### src/hw/wdlpm_regs.svh
// Register offsets, field positions, reset values and timing counts of the watchdog and low-power block
`ifndef WDLPM_REGS_SVH
`define WDLPM_REGS_SVH
// ------------------------------------------------------------
// Register offsets (word addresses on the plain port)
// ------------------------------------------------------------
`define WDLPM_OFF_POWER_MODE  4'h0
`define WDLPM_OFF_CLOCK_CTL   4'h1
`define WDLPM_OFF_WD_CTL      4'h2
`define WDLPM_OFF_WD_KEY      4'h3
`define WDLPM_OFF_SYS_STATUS  4'h4
`define WDLPM_OFF_COUNTER     4'h5
`define WDLPM_OFF_LP_CMD      4'h6
`define WDLPM_OFF_LP_STATUS   4'h7
// ------------------------------------------------------------
// Field positions
// ------------------------------------------------------------
`define WDLPM_PMC_PERMIT_BIT  15
`define WDLPM_PMC_QUAL_HI     7
`define WDLPM_PMC_QUAL_LO     2
`define WDLPM_PMC_MODE_HI     1
`define WDLPM_PMC_MODE_LO     0
`define WDLPM_CLK_HALTWAKE    0
`define WDLPM_WDC_FLAG_BIT    7
`define WDLPM_WDC_DISABLE_BIT 6
`define WDLPM_WDC_CHK_HI      5
`define WDLPM_WDC_CHK_LO      3
`define WDLPM_SCS_IRQSTAT_BIT 2
`define WDLPM_SCS_IRQSEL_BIT  1
// ------------------------------------------------------------
// Reset values and key codes
// ------------------------------------------------------------
`define WDLPM_PMC_RESET       16'h00fc
`define WDLPM_QUAL_RESET      6'h3f
`define WDLPM_WATCHDOG_CHECK_BITS_GOOD      3'h5
`define WDLPM_KEY_ARM         8'h55
`define WDLPM_KEY_CLEAR       8'haa
`define WDLPM_CNT_MAX         8'hff
// ------------------------------------------------------------
// Timing counts
// ------------------------------------------------------------
`define WDLPM_PULSE_CYCLES    10'd512
`define WDLPM_QUAL_EXTRA      7'd2
`endif

### src/hw/wdlpm_pkg.sv
// Types used by the watchdog device end; the system end does not import them
package wdlpm_pkg;
   typedef enum logic [1:0] {
      WDLPM_MODE_IDLE    = 2'h0,
      WDLPM_MODE_STANDBY = 2'h1,
      WDLPM_MODE_HALT    = 2'h2
   } wdlpm_mode_e;
   typedef enum logic [1:0] {
      WDLPM_ST_RUN   = 2'h0,
      WDLPM_ST_IDLE  = 2'h1,
      WDLPM_ST_STDBY = 2'h3,
      WDLPM_ST_HALT  = 2'h2
   } wdlpm_state_e;
   typedef logic [15:0] wdlpm_word_t;
endpackage

### src/hw/wdlpm_if.sv
// Interface joining the watchdog device end to the system end
`timescale 1ns/1ps
interface wdlpm_if;
   logic                   wdTick;
   logic                   idleExec;
   logic                   wakePinLow;
   logic                   watchdogResetOutN;
   logic                   watchdogIrqOutN;
   logic                   deviceResetPinN;
   logic                   wakeInterrupt;
   logic                   haltWake;
   logic [1:0]             powerState;
   modport device (
      input  wdTick,
      input  idleExec,
      input  wakePinLow,
      output watchdogResetOutN,
      output watchdogIrqOutN,
      output deviceResetPinN,
      output wakeInterrupt,
      output haltWake,
      output powerState
   );
   modport host (
      output wdTick,
      output idleExec,
      output wakePinLow,
      input  watchdogResetOutN,
      input  watchdogIrqOutN,
      input  deviceResetPinN,
      input  wakeInterrupt,
      input  haltWake,
      input  powerState
   );
endinterface

### src/hw/wdlpm_device.sv
// Watchdog with key service, pulse outputs and low-power mode control (device end)
`timescale 1ns/1ps
`include "wdlpm_regs.svh"
// Summary of operation
// Mode field 00 idle, 01 standby, 1x halt
// Mode applied only on idle instruction
// Standby wake qualified for field plus two
// Qualification counted only in standby
// Watchdog wakes standby only when permitted
// Software writes zeros to reserved bits
// Halt auto-wake through watchdog reset, flagged
// Standby watchdog wake raises wake interrupt
// Counter maximum gives 512-cycle pulse
// Reset mode drives reset lines, else irq
// Key 0x55 arms, stays armed
// Key 0xAA while armed clears counter
// Other key values disarm
// Key writes never reset the system
// Software services or disables watchdog
// Overflow or bad check bits reset
// Reset flag survives reset, software clears
// Software checks limp status before halt
// High sample restarts qualification
// Irq select picks interrupt over reset
// Counter steps per tick, max 0xff
module wdlpm_device (
   input  wire logic        clk,
   input  wire logic        reset,
   wdlpm_if.device          link,
   input  wire logic [3:0]  regAddr,
   input  wire logic [15:0] regWrData,
   input  wire logic        regWrite,
   input  wire logic        regRead,
   output logic      [15:0] regRdData
);
   // ------------------------------------------------------------
   // Registers
   // ------------------------------------------------------------
   logic [15:0]                pmc_reg;
   logic                       haltWakeEn_reg;
   logic                       wdDisable_reg;
   logic                       watchdog_reset_flag_reg = 1'b0; // Power-up value only; reset keeps it
   logic                       irqSel_reg;
   logic                       armed_reg;
   logic [7:0]                 cnt_reg;
   logic [9:0]                 pulse_reg;
   logic                       pulseIsReset_reg;
   logic [6:0]                 qual_reg;
   logic [1:0]                 irqStat_reg;
   wdlpm_pkg::wdlpm_state_e    state_reg;
   wdlpm_pkg::wdlpm_state_e    state_next;
   logic                       rstN_reg;
   logic                       irqN_reg;
   logic                       devRstN_reg;
   logic                       wake_reg;
   logic                       haltWake_reg;
   logic [1:0]                 pstate_reg;
   logic [15:0]                rd_reg;
   // ------------------------------------------------------------
   // Decoding
   // ------------------------------------------------------------
   function automatic logic hit(input logic [3:0] a, input logic [3:0] off);
      hit = (a == off);
   endfunction
   wire        wrPmc    = regWrite && hit(regAddr, `WDLPM_OFF_POWER_MODE);
   wire        wrClk    = regWrite && hit(regAddr, `WDLPM_OFF_CLOCK_CTL);
   wire        wrWdc    = regWrite && hit(regAddr, `WDLPM_OFF_WD_CTL);
   wire        wrKey    = regWrite && hit(regAddr, `WDLPM_OFF_WD_KEY);
   wire        wrScs    = regWrite && hit(regAddr, `WDLPM_OFF_SYS_STATUS);
   wire [7:0]  keyVal   = regWrData[7:0];
   wire        keyClear = wrKey && (keyVal == `WDLPM_KEY_CLEAR) && armed_reg;
   // Bad check bits reset the device even with the counter disabled
   wire        badChk   = wrWdc && (regWrData[`WDLPM_WDC_CHK_HI:`WDLPM_WDC_CHK_LO] != `WDLPM_WATCHDOG_CHECK_BITS_GOOD);
   wire        pulseOn  = (pulse_reg != 10'h000);
   wire        halted   = (state_reg == wdlpm_pkg::WDLPM_ST_HALT);
   // Watchdog stops in halt: its oscillator is off
   wire        tickOk   = link.wdTick && !wdDisable_reg && !halted;
   wire        overflow = tickOk && (cnt_reg == `WDLPM_CNT_MAX);
   // Auto-wake from halt forces a watchdog reset
   wire        haltFire = halted && haltWakeEn_reg && link.wdTick;
   wire        fireRst  = ((overflow || haltFire) && !irqSel_reg) || badChk || haltFire;
   wire        fireIrq  = overflow && irqSel_reg && !haltFire;
   // Leaving irq mode while irq pulse active resets at once
   wire        reselect = wrScs && !regWrData[`WDLPM_SCS_IRQSEL_BIT] && irqSel_reg && pulseOn && !pulseIsReset_reg;
   wire        startRst = (fireRst || reselect) && !(pulseOn && pulseIsReset_reg);
   wire        startIrq = fireIrq && !pulseOn;
   wire [1:0]  modeSel  = pmc_reg[`WDLPM_PMC_MODE_HI:`WDLPM_PMC_MODE_LO];
   wire [6:0]  qualLen  = {1'b0, pmc_reg[`WDLPM_PMC_QUAL_HI:`WDLPM_PMC_QUAL_LO]} + `WDLPM_QUAL_EXTRA;
   wire        stdby    = (state_reg == wdlpm_pkg::WDLPM_ST_STDBY);
   wire        qualDone = stdby && link.wakePinLow && (qual_reg + 7'd1 >= qualLen);
   wire        wdWake   = stdby && pmc_reg[`WDLPM_PMC_PERMIT_BIT] && irqSel_reg && startIrq;
   // ------------------------------------------------------------
   // Power-state machine
   // ------------------------------------------------------------
   always_comb begin
      state_next = state_reg;
      case (state_reg)
         wdlpm_pkg::WDLPM_ST_RUN: begin
            if (link.idleExec) begin
               case (modeSel)
                  2'h0:    state_next = wdlpm_pkg::WDLPM_ST_IDLE;
                  2'h1:    state_next = wdlpm_pkg::WDLPM_ST_STDBY;
                  default: state_next = wdlpm_pkg::WDLPM_ST_HALT;
               endcase
            end
         end
         wdlpm_pkg::WDLPM_ST_IDLE:  if (startIrq) state_next = wdlpm_pkg::WDLPM_ST_RUN;
         wdlpm_pkg::WDLPM_ST_STDBY: if (qualDone || wdWake) state_next = wdlpm_pkg::WDLPM_ST_RUN;
         wdlpm_pkg::WDLPM_ST_HALT:  if (haltFire) state_next = wdlpm_pkg::WDLPM_ST_RUN;
         default:                   state_next = wdlpm_pkg::WDLPM_ST_RUN;
      endcase
      if (startRst) state_next = wdlpm_pkg::WDLPM_ST_RUN;
   end
   // ------------------------------------------------------------
   // Register file; reserved bits dropped on write
   // ------------------------------------------------------------
   always_ff @(posedge clk) begin
      if (reset) begin
         pmc_reg        <= `WDLPM_PMC_RESET;
         haltWakeEn_reg <= 1'b0;
         wdDisable_reg  <= 1'b0;
         irqSel_reg     <= 1'b0;
      end else begin
         if (wrPmc) pmc_reg <= regWrData & 16'h80ff;
         if (wrClk) haltWakeEn_reg <= regWrData[`WDLPM_CLK_HALTWAKE];
         if (wrWdc) wdDisable_reg <= regWrData[`WDLPM_WDC_DISABLE_BIT];
         if (wrScs) irqSel_reg <= regWrData[`WDLPM_SCS_IRQSEL_BIT];
         if (startRst) irqSel_reg <= 1'b0;
      end
   end
   // Flag is not cleared by reset so it survives the reset it records
   always_ff @(posedge clk) begin
      if (startRst) watchdog_reset_flag_reg <= 1'b1;
      else if (wrWdc && regWrData[`WDLPM_WDC_FLAG_BIT]) watchdog_reset_flag_reg <= 1'b0;
      else if (reset && !rstN_reg) watchdog_reset_flag_reg <= 1'b1;
   end
   // Key sequencer: arm on 0x55, clear on 0xaa, others disarm; never resets
   always_ff @(posedge clk) begin
      if (reset) armed_reg <= 1'b0;
      else if (wrKey) armed_reg <= (keyVal == `WDLPM_KEY_ARM);
   end
   // Counter; overflow wraps to zero
   always_ff @(posedge clk) begin
      if (reset || keyClear || startRst) cnt_reg <= 8'h00;
      else if (tickOk) cnt_reg <= cnt_reg + 8'h01;
   end
   // Pulse timer: 512 cycles low on the selected output
   always_ff @(posedge clk) begin
      if (reset) begin
         pulse_reg        <= 10'h000;
         pulseIsReset_reg <= 1'b0;
      end else if (startRst || startIrq) begin
         pulse_reg        <= `WDLPM_PULSE_CYCLES - 10'd1;
         pulseIsReset_reg <= startRst;
      end else if (pulseOn) begin
         pulse_reg <= pulse_reg - 10'd1;
      end
   end
   // Standby qualification; high sample restarts
   always_ff @(posedge clk) begin
      if (reset || !stdby || !link.wakePinLow) qual_reg <= 7'h00;
      else qual_reg <= qual_reg + 7'd1;
   end
   // Outputs and state, all registered
   always_ff @(posedge clk) begin
      if (reset) begin
         state_reg    <= wdlpm_pkg::WDLPM_ST_RUN;
         rstN_reg     <= 1'b1;
         irqN_reg     <= 1'b1;
         devRstN_reg  <= 1'b1;
         wake_reg     <= 1'b0;
         haltWake_reg <= 1'b0;
         pstate_reg   <= 2'h0;
         irqStat_reg  <= 2'h3;
         rd_reg       <= 16'h0000;
      end else begin
         state_reg    <= state_next;
         // Low on the start edge and while the timer runs down to one: 512 cycles in all
         rstN_reg     <= !(startRst || (pulseOn && pulseIsReset_reg));
         devRstN_reg  <= !(startRst || (pulseOn && pulseIsReset_reg));
         irqN_reg     <= !(startIrq || (pulseOn && !pulseIsReset_reg));
         wake_reg     <= startIrq || qualDone;
         haltWake_reg <= haltFire;
         pstate_reg   <= state_next;
         irqStat_reg  <= {irqStat_reg[0], irqN_reg};
         rd_reg       <= 16'h0000;
         if (regRead) begin
            case (regAddr)
               `WDLPM_OFF_POWER_MODE: rd_reg <= pmc_reg;
               `WDLPM_OFF_CLOCK_CTL:  rd_reg <= {15'h0000, haltWakeEn_reg};
               `WDLPM_OFF_WD_CTL:     rd_reg <= {8'h00, watchdog_reset_flag_reg, wdDisable_reg, 6'h00};
               `WDLPM_OFF_SYS_STATUS: rd_reg <= {13'h0000, irqStat_reg[1], irqSel_reg, 1'b0};
               `WDLPM_OFF_COUNTER:    rd_reg <= {8'h00, cnt_reg};
               `WDLPM_OFF_LP_STATUS:  rd_reg <= {13'h0000, armed_reg, pstate_reg};
               default:               rd_reg <= 16'h0000;
            endcase
         end
      end
   end
   assign regRdData              = rd_reg;
   assign link.watchdogResetOutN = rstN_reg;
   assign link.deviceResetPinN   = devRstN_reg;
   assign link.watchdogIrqOutN   = irqN_reg;
   assign link.wakeInterrupt     = wake_reg;
   assign link.haltWake          = haltWake_reg;
   assign link.powerState        = pstate_reg;
endmodule // wdlpm_device

### src/flat_wrapper.sv
// flat-port wrapper written by rule: the top's interface ports become plain ports
module wdlpm_device_flat 
  (clk, reset, regAddr, regWrData, regWrite, regRead, regRdData, link_wdTick, link_idleExec, link_wakePinLow, link_watchdogResetOutN, link_watchdogIrqOutN, link_deviceResetPinN, link_wakeInterrupt, link_haltWake, link_powerState);
  wdlpm_if link_i ();
  input  wire logic clk;
  input  wire logic reset;
  input  wire logic [3:0] regAddr;
  input  wire logic [15:0] regWrData;
  input  wire logic regWrite;
  input  wire logic regRead;
  output logic      [15:0] regRdData;
  input wire logic [$bits(link_i.wdTick)-1:0] link_wdTick;
  input wire logic [$bits(link_i.idleExec)-1:0] link_idleExec;
  input wire logic [$bits(link_i.wakePinLow)-1:0] link_wakePinLow;
  output wire logic [$bits(link_i.watchdogResetOutN)-1:0] link_watchdogResetOutN;
  output wire logic [$bits(link_i.watchdogIrqOutN)-1:0] link_watchdogIrqOutN;
  output wire logic [$bits(link_i.deviceResetPinN)-1:0] link_deviceResetPinN;
  output wire logic [$bits(link_i.wakeInterrupt)-1:0] link_wakeInterrupt;
  output wire logic [$bits(link_i.haltWake)-1:0] link_haltWake;
  output wire logic [$bits(link_i.powerState)-1:0] link_powerState;
  assign link_i.wdTick = link_wdTick;
  assign link_i.idleExec = link_idleExec;
  assign link_i.wakePinLow = link_wakePinLow;
  assign link_watchdogResetOutN = link_i.watchdogResetOutN;
  assign link_watchdogIrqOutN = link_i.watchdogIrqOutN;
  assign link_deviceResetPinN = link_i.deviceResetPinN;
  assign link_wakeInterrupt = link_i.wakeInterrupt;
  assign link_haltWake = link_i.haltWake;
  assign link_powerState = link_i.powerState;
  wdlpm_device u_core (.clk(clk), .reset(reset), .link(link_i), .regAddr(regAddr), .regWrData(regWrData), .regWrite(regWrite), .regRead(regRead), .regRdData(regRdData));
endmodule
### config.mk
export PLATFORM = sky130hd
export DESIGN_NAME = wdlpm_device_flat
export DESIGN_NICKNAME = d
export VERILOG_FILES = /design/src/hw/wdlpm_pkg.sv /design/src/hw/wdlpm_if.sv /design/src/hw/wdlpm_device.sv /design/src/flat_wrapper.sv
export VERILOG_INCLUDE_DIRS = /design/src /design/src/hw
export SDC_FILE = /design/constraint.sdc
export NUM_CORES = 1
export LEC_CHECK = 0
export BUFFER_PORTS_ARGS = -buffer_cell sky130_fd_sc_hd__buf_2
export CORE_UTILIZATION = 50
export DETAILED_ROUTE_END_ITERATION = 8
export PLACE_DENSITY_LB_ADDON = 0.12
export RECOVER_POWER = 50
export SLEW_MARGIN = 25
export SYNTH_ARGS = -nofsm -noshare
export SYNTH_HDL_FRONTEND = slang
export SYNTH_SLANG_ARGS = --single-unit
### constraint.sdc
create_clock -name clk -period 3.1 [get_ports clk]
set_input_delay 0.775 -clock clk [delete_from_list [all_inputs] [get_ports clk]]
set_output_delay 0.775 -clock clk [all_outputs]
set_load 0.05 [all_outputs]
# Word level (Yosys, flattened, before mapping)
# Index checks and enable logic that the tools add are counted.
# word_totals
register_bits	64
in_bits	27
word_cells	120
out_inout_bits	23
# classes
n_lt_le_gt_ge	1
add_sub_neg	4
n_mux	11
n_eq_ne	18
reduce_logical	67
n_bitwise	1
# op_table
op	n
16-bit case mux with 6 select lines	1
1-bit logical AND	31
9-bit 2-to-1 mux	2
8-bit equality test (second input constant)	2
1-bit zero test	13
1-bit logical OR	13
4-bit by 3-bit equality test with 1-bit output (second input constant)	3
10-bit nonzero test	1
10-bit by 1-bit subtractor with 10-bit output (second input constant)	1
8-bit by 1-bit adder with 8-bit output (second input constant)	1
4-bit by 2-bit equality test with 1-bit output (second input constant)	2
8-bit by 7-bit equality test with 1-bit output (second input constant)	1
2-bit 2-to-1 mux	4
2-bit case mux with 4 select lines	1
6-bit by 2-bit adder with 7-bit output (second input constant)	1
7-bit by 1-bit adder with 7-bit output (second input constant)	1
7-bit greater-or-equal comparator	1
2-bit inequality test (second input constant)	3
2-bit OR reduction	3
2-bit by 1-bit equality test with 1-bit output (second input constant)	2
2-bit equality test (second input constant)	2
4-bit by 1-bit equality test with 1-bit output (second input constant)	1
2-bit zero test	2
4-bit zero test	1
other kinds (7)	9

# Logic depth before layout (Yosys ltp)
# Gate-level depths: netlist of the first run.
# logic_depth
depth_word	12
mapped_depth	10
mapped_depth_nobuf	10

# Worst setup path before layout of the first run
# No wires, ideal clock.
# synth_timing
path_kind	in2reg
startpoint	input port regAddr[0]
endpoint	register u_core.cnt_reg[6]
required_ns	2.985
arrival_ns	2.557
path_slack_ns	0.428
stages	8
setup_time_ns	0.115
n_path_buf	2
cell_sequence	clkbuf_1 or3_1 or4_1 nand2b_4 a31oi_4 or2_1 buf_6 nor2_2
# synth_between
elab_chain_len	9
elab_cells_between_ends	19
cone_classes	eq/ne: 3; reduce/logical: 16
# synth_lines
element	line	source
from (decl)	flat_wrapper.sv:7	input wire logic [3:0] regAddr;
4-bit by 3-bit equality test with 1-bit output	wdlpm_device.sv:63	hit = (a == off);
1-bit logical AND	wdlpm_device.sv:69	wire wrScs = regWrite && hit(regAddr, `WDLPM_OFF_SYS_STATUS);
1-bit logical AND (4 in a row)	wdlpm_device.sv:84	wire reselect = wrScs && !regWrData[`WDLPM_SCS_IRQSEL_BIT] && irqSel_reg && pulseOn && !pulseIsReset_reg;
1-bit logical OR	wdlpm_device.sv:85	wire startRst = (fireRst || reselect) && !(pulseOn && pulseIsReset_reg);
1-bit logical AND	wdlpm_device.sv:85	
1-bit logical OR *	wdlpm_device.sv:144	if (reset || keyClear || startRst) cnt_reg <= 8'h00;
to (signal assigned)	wdlpm_device.sv:145	else if (tickOk) cnt_reg <= cnt_reg + 8'h01;
to (decl)	wdlpm_device.sv:45	logic [7:0] cnt_reg;
# Mark *: on every way between the ends. The rest lies on a longest branch, timed or not.
# A chain may end at the register's enable or synchronous reset.

# Worst setup path after layout of the first run
# layout_timing
startpoint	input port regAddr[1]
endpoint	register u_core.cnt_reg[0]
# The elaborated chain is that of the path after synthesis.

==> impl_metrics.ini, run 1 <==
[critical_path]
rrSetupSlack_ps = 720
slowest_delay_ps = 540
end_kind = flip-flop
crit_path_max_fanout = 12
crit_end = u_core.cnt_reg[0]$_SDFFE_PP0P_
reg2reg_from = u_core.qual_reg[0]$_SDFF_PP0_
path_cells = buf_2 -> or3_1 -> or4_1 -> nand2b_4 -> a31oi_4 -> or2_1 -> buf_4 -> nor2_2
start_kind = input port
worstSetupStartpoint = regAddr[1]
cp_slowest_cell = or4_1
cp.required_ps = 3330
critical_path_class = input port to flip-flop
rr_worst_depth = 9
r2r-end = u_core.state_reg[1]$_SDFFE_PP0P_
critPathArrivalTime_ps = 2670

[route]
via_per_inst = 5.34
drtPass1Iterations = 4
postRouteAntennaNets = 0
vias = 2362
wl_per_cell_um = 14.3
drc = 0
drt_first_iter_violations = 164
wl_mm = 6.32

[sta]
worst_pin_slew_ps = 877
hold_ws_ps = 418
slew_headroom = 0.415
fin_skew_ps = 6.42
finalCritPeriodShare = 0.786
tns_ps = 0
setup_viol = 0
period_needed_ps = 2440
grt_setup_unrepaired = no
hold_viol = 0
max_freq_mhz = 411
slew_violations = 0

[final_layout]
largest_register_ffs = 10
syn_to_final_growth_pct = 13.5
layout-drive-gt1-share = 0.154
stdcell_count = 442
diodes = 0
nNetsFinal = 404
utilization = 0.589

[global_routing]
grt_pass1_wl_mm = 10.6
grt_pass1_vias = 2262
track_usage = 0.232
antenna_found_initial = 0
grt.overflow.total = 0
grt_max_degree = 22

[clocking]
clk_pin_slew_worst_paths_ps = 60
cts_sinks = 57
cts_tree = built
cts_hold_buf = 0
cts.htree.levels = 3
cts.repair.resized = 0
post_cts_buffers = 0
cts_buffers = 9
cts_buffer_depth = 2
cts-root-buf = clkbuf_8
clock_latency_ps = 330

[floorplan]
fp-row-count = 27
initial_core_util = 0.519
die_h_um = 77.8
core-area_sq_um = 5540
die_w_um = 77.8
die_area_sq_um = 6060
io_pins = 50

[place]
port_buffers = 35
dpl.hpwl_mm = 4.66
dpl.cell_count = 427
routabilityCongestion = 0.832

[logic_synthesis]
yosys-top-cells-area = dfxtp_1 (40%), mux2i_1 (5.9%), nor2_1 (5.4%)
yosysWarnings = 0
synthDistinctLibCells = 49
synth.most_common_cell = dfxtp_1
synth_edf_count = 0
ys.flop_type = dfxtp_1
ys_async_sr_fraction = 0
synth_top_cell_area_share = 0.397
synth_commonest_cells = dfxtp_1 (57), nor2_1 (41), nand2_1 (29), mux2i_1 (17), xor2_1 (14)
synth_largest_area_cell = dfxtp_1
ys_seq_elements = 57
netlist_area_sq_um = 2880
seq_area_frac_synth = 0.397
syn_area_per_cell_sq_um = 8.79
syn_inst = 327

[power]
peakVddDrop_mv = 0.491
powerDensity_nw_per_um2 = 606
p_leak_nw = 1.35

[job]
drv_cap = 0

[status]
status = complete, no violations

[min_path]
hold_path.class = flip-flop to flip-flop
## power by group
| group | internal [mW] | switching (mW) |
|---|---|---|
| clock network | 0.408 | 0.281 |
| logic | 0.181 | 0.263 |
| registers | 0.797 | 0.0498 |
## metrics by stage
stage               instance area [sq um]  setup slack, ps  power (mW)
CTS                                  3290              665        2.01
global placement                     3100              326        1.30
global route                         3260              416        2.10
finish                               3260              665        1.98
floorplan                            2900              428        1.23
detailed placement                   3100              317        1.31
## worst max-delay path: cells and delay by family
family,cells,cell delay (ps)
AOI/OAI and AO/OA,1,210
buffers and inverters,2,350
and+or+nand+nor,5,1320
## worst min-delay path by stage
stage                     cells past startpoint                             start                                to
final                                         1  u_core.irqStat_reg[0]$_SDFF_PP1_  u_core.irqStat_reg[1]$_SDFF_PP1_
after global routing                          1  u_core.irqStat_reg[0]$_SDFF_PP1_  u_core.irqStat_reg[1]$_SDFF_PP1_
after CTS                                     1  u_core.irqStat_reg[0]$_SDFF_PP1_  u_core.irqStat_reg[1]$_SDFF_PP1_
after detailed placement                      1  u_core.irqStat_reg[0]$_SDFF_PP1_  u_core.irqStat_reg[1]$_SDFF_PP1_
after global placement                        1  u_core.irqStat_reg[0]$_SDFF_PP1_  u_core.irqStat_reg[1]$_SDFF_PP1_
after floorplan                               1  u_core.irqStat_reg[0]$_SDFF_PP1_  u_core.irqStat_reg[1]$_SDFF_PP1_
## routing by layer
layer	vias up	wire [um]	global-route usage
li1	1205	-	-
met1	1093	2920	0.286
met2	53	3010	0.381
met3	11	255	0.0435
met4	0	129	0.126
met5	-	0	0
## final cells by class
class | instances | area [sq um]
fillers | 532 | 2280
multi-input cells | 248 | 1610
flip-flops and latches | 57 | 1140
repair buffers | 42 | 200
clock buffers | 12 | 155
well taps | 72 | 90.1
clock inverters | 3 | 40.0
inverters | 8 | 30.0
## kinds of logic after synthesis
logic type                 Yosys count  synth area share
AOI/OAI and AO/OA                   46             0.111
xor gates and xnor gates            23            0.0701
adders and majority gates           11            0.0479
buffers and inverters               28            0.0522
DFF                                 57             0.397
muxes                               18            0.0631
other                                1           0.00130
and+or+nand+nor                    143             0.257
## layout by cell type, fill, tap and decap left out, types with 4 or more instances in the layout
cell type / instances
nor3_1: 8
clkbuf_1: 19
a21oi_1: 10
nand4_1: 5
nor2_2: 8
xnor2_1: 9
or2_2: 4
nor2_1: 41
nand3_1: 10
conb_1: 7
dfxtp_1: 57
clkbuf_8: 11
a22oi_1: 6
ha_1: 11
nand2_1: 29
nor2b_1: 9
nor4_1: 4
mux2i_1: 17
buf_4: 5
o21ai_0: 12
xor2_1: 14
inv_1: 8
a211oi_1: 4
buf_2: 19
Note: power is estimated with default switching activity, not from simulation.
==> run 2, diff against run 1 <==
clock period = 2 ns   (was 3.1 ns; I/O delays follow)
==> run 2 against run 1 <==
The run now ends with negative setup slack left. Combinational power is 120% higher. Largest cell class unchanged. Largest power group unchanged. Worst hold slack worse by 9.0 ps. Critical path depth is 2 lower. Highest routed layer unchanged.
==> impl_metrics.ini, run 2 (synthesis results as in run 1) <==
[status]
status = complete, but fails checks
violations = negative setup slack

[route]
drc = 0
postRouteAntennaNets = 0
drt_first_iter_violations = 156
drtPass1Iterations = 4
wl_per_cell_um = 14.6
vias = 2617
via_per_inst = 5.29
wl_mm = 7.23

[place]
dpl.cell_count = 476
dpl-instance-area_sq_um = 3500
dpl.hpwl_mm = 5.14
routabilityCongestion = 0.873
port_buffers = 35

[final_layout]
fillers = 445
layout_commonest_cell = buf_4
multiInputGateArea_sq_um = 1800
register_area_sq_um = 1150
nNetsFinal = 458
most-common-layout-cells = buf_4 (56), dfxtp_1 (49), nor2_1 (37), buf_2 (35), nand2_1 (28)
finalInstanceArea_sq_um = 3900
diodes = 0
syn_to_final_growth_pct = 35.6
stdcell_count = 495
utilization = 0.704
layout-drive-gt1-share = 0.381
largest_register_ffs = 10

[global_routing]
grt_max_degree = 21
grt_pass1_wl_mm = 11.9
antenna_found_initial = 0
grt.overflow.total = 0
track_usage = 0.256
grt_pass1_vias = 2544

[clocking]
cts-root-buf = clkbuf_8
cts_buffers = 9
clk_pin_slew_worst_paths_ps = 60
cts_tree = built
cts_buffer_depth = 2
cts_sinks = 57
cts_hold_buf = 0
cts.htree.levels = 3
clock_latency_ps = 340

[power]
peakVddDrop_mv = 0.983
powerDensity_nw_per_um2 = 824
p_leak_nw = 1.69

[sta]
hold_viol = 0
fin_skew_ps = 3.38
period_needed_ps = 2180
setup_viol = 22
worst_pin_slew_ps = 516
fin_ws_ps = -184
slew_violations = 0
grt_setup_unrepaired = yes
slew_headroom = 0.655
finalCritPeriodShare = 1.09
tns_ps = -2990
max_freq_mhz = 458

[critical_path]
rr_worst_depth = 6
start_kind = flip-flop
end_kind = flip-flop
crit_path_max_fanout = 5
critical_path_class = flip-flop to flip-flop
critPathArrivalTime_ps = 2460
worstSetupStartpoint = u_core.pulse_reg[3]$_SDFFE_PP0P_
cp.required_ps = 2270
reg2reg_from = u_core.pulse_reg[3]$_SDFFE_PP0P_

[floorplan]
die_h_um = 77.8
core-area_sq_um = 5540
die_area_sq_um = 6060
io_pins = 50
initial_core_util = 0.519
fp-row-count = 27
die_w_um = 77.8

[min_path]
hold_depth = 1
hold_path.class = flip-flop to flip-flop
min_from = u_core.irqStat_reg[0]$_SDFF_PP1_

[job]
drv_cap = 0
## run 2: stage by stage
stage	setup WS (ps)	hold WS, ps	power (mW)
finish	-184	409	3.22
CTS	-207	410	3.18
floorplan	-245	389	1.92
detailed placement	-294	402	2.20
global placement	-243	397	2.18
global route	-258	428	3.40
## run 2: cell type report
cell class / count / share of cell area
sequential: 57 / 0.296
inverter: 8 / 0.00770
tap: 72 / 0.0231
clock buffer: 14 / 0.0417
timing repair buffer: 96 / 0.169
multi-input combinational: 248 / 0.462
## run 2: path summary, 6_finish.rpt
kind	slack (ps)	endpoint
worst min register to register	410	u_core.irqStat_reg[1]$_SDFF_PP1_
worst min-delay path	410	u_core.irqStat_reg[1]$_SDFF_PP1_
worst max register to register	-180	u_core.link.wakeInterrupt$_SDFF_PP0_
worst max-delay path	-180	u_core.link.wakeInterrupt$_SDFF_PP0_
## run 2: routing by layer
metal,vias up,track usage,routed length [um]
met2,52,0.420,3500
met5,-,0,0
li1,1307,-,-
met1,1247,0.324,3370
met3,11,0.0471,231
met4,0,0.115,123
## run 2: report_power, final
part | switching, mW | internal, mW | leakage, nW | total, mW
combinational | 0.516 | 0.465 | 1.14 | 0.980
clock | 0.428 | 0.505 | 0.0826 | 0.933
sequential | 0.0640 | 1.24 | 0.466 | 1.30
total | 1.01 | 2.21 | 1.69 | 3.22
## run 2: worst max-delay path, cell delays in order (launching register included)
cell and delay [ps]:
dfxtp_2 320, or4_4 530, or4_4 540, or3_4 390, buf_6 140, buf_6 100, a21oi_2 100
## run 2: what timing repair did
item | 4_1_cts | 5_1_grt
hold endpoints to repair | 0 | 0
pin swaps | 10 | 10
gates resized for setup | 25 | 21
setup buffers | 3 | 2
endpoints found under the setup margin | 23 | 25
gates cloned | 0 | 0
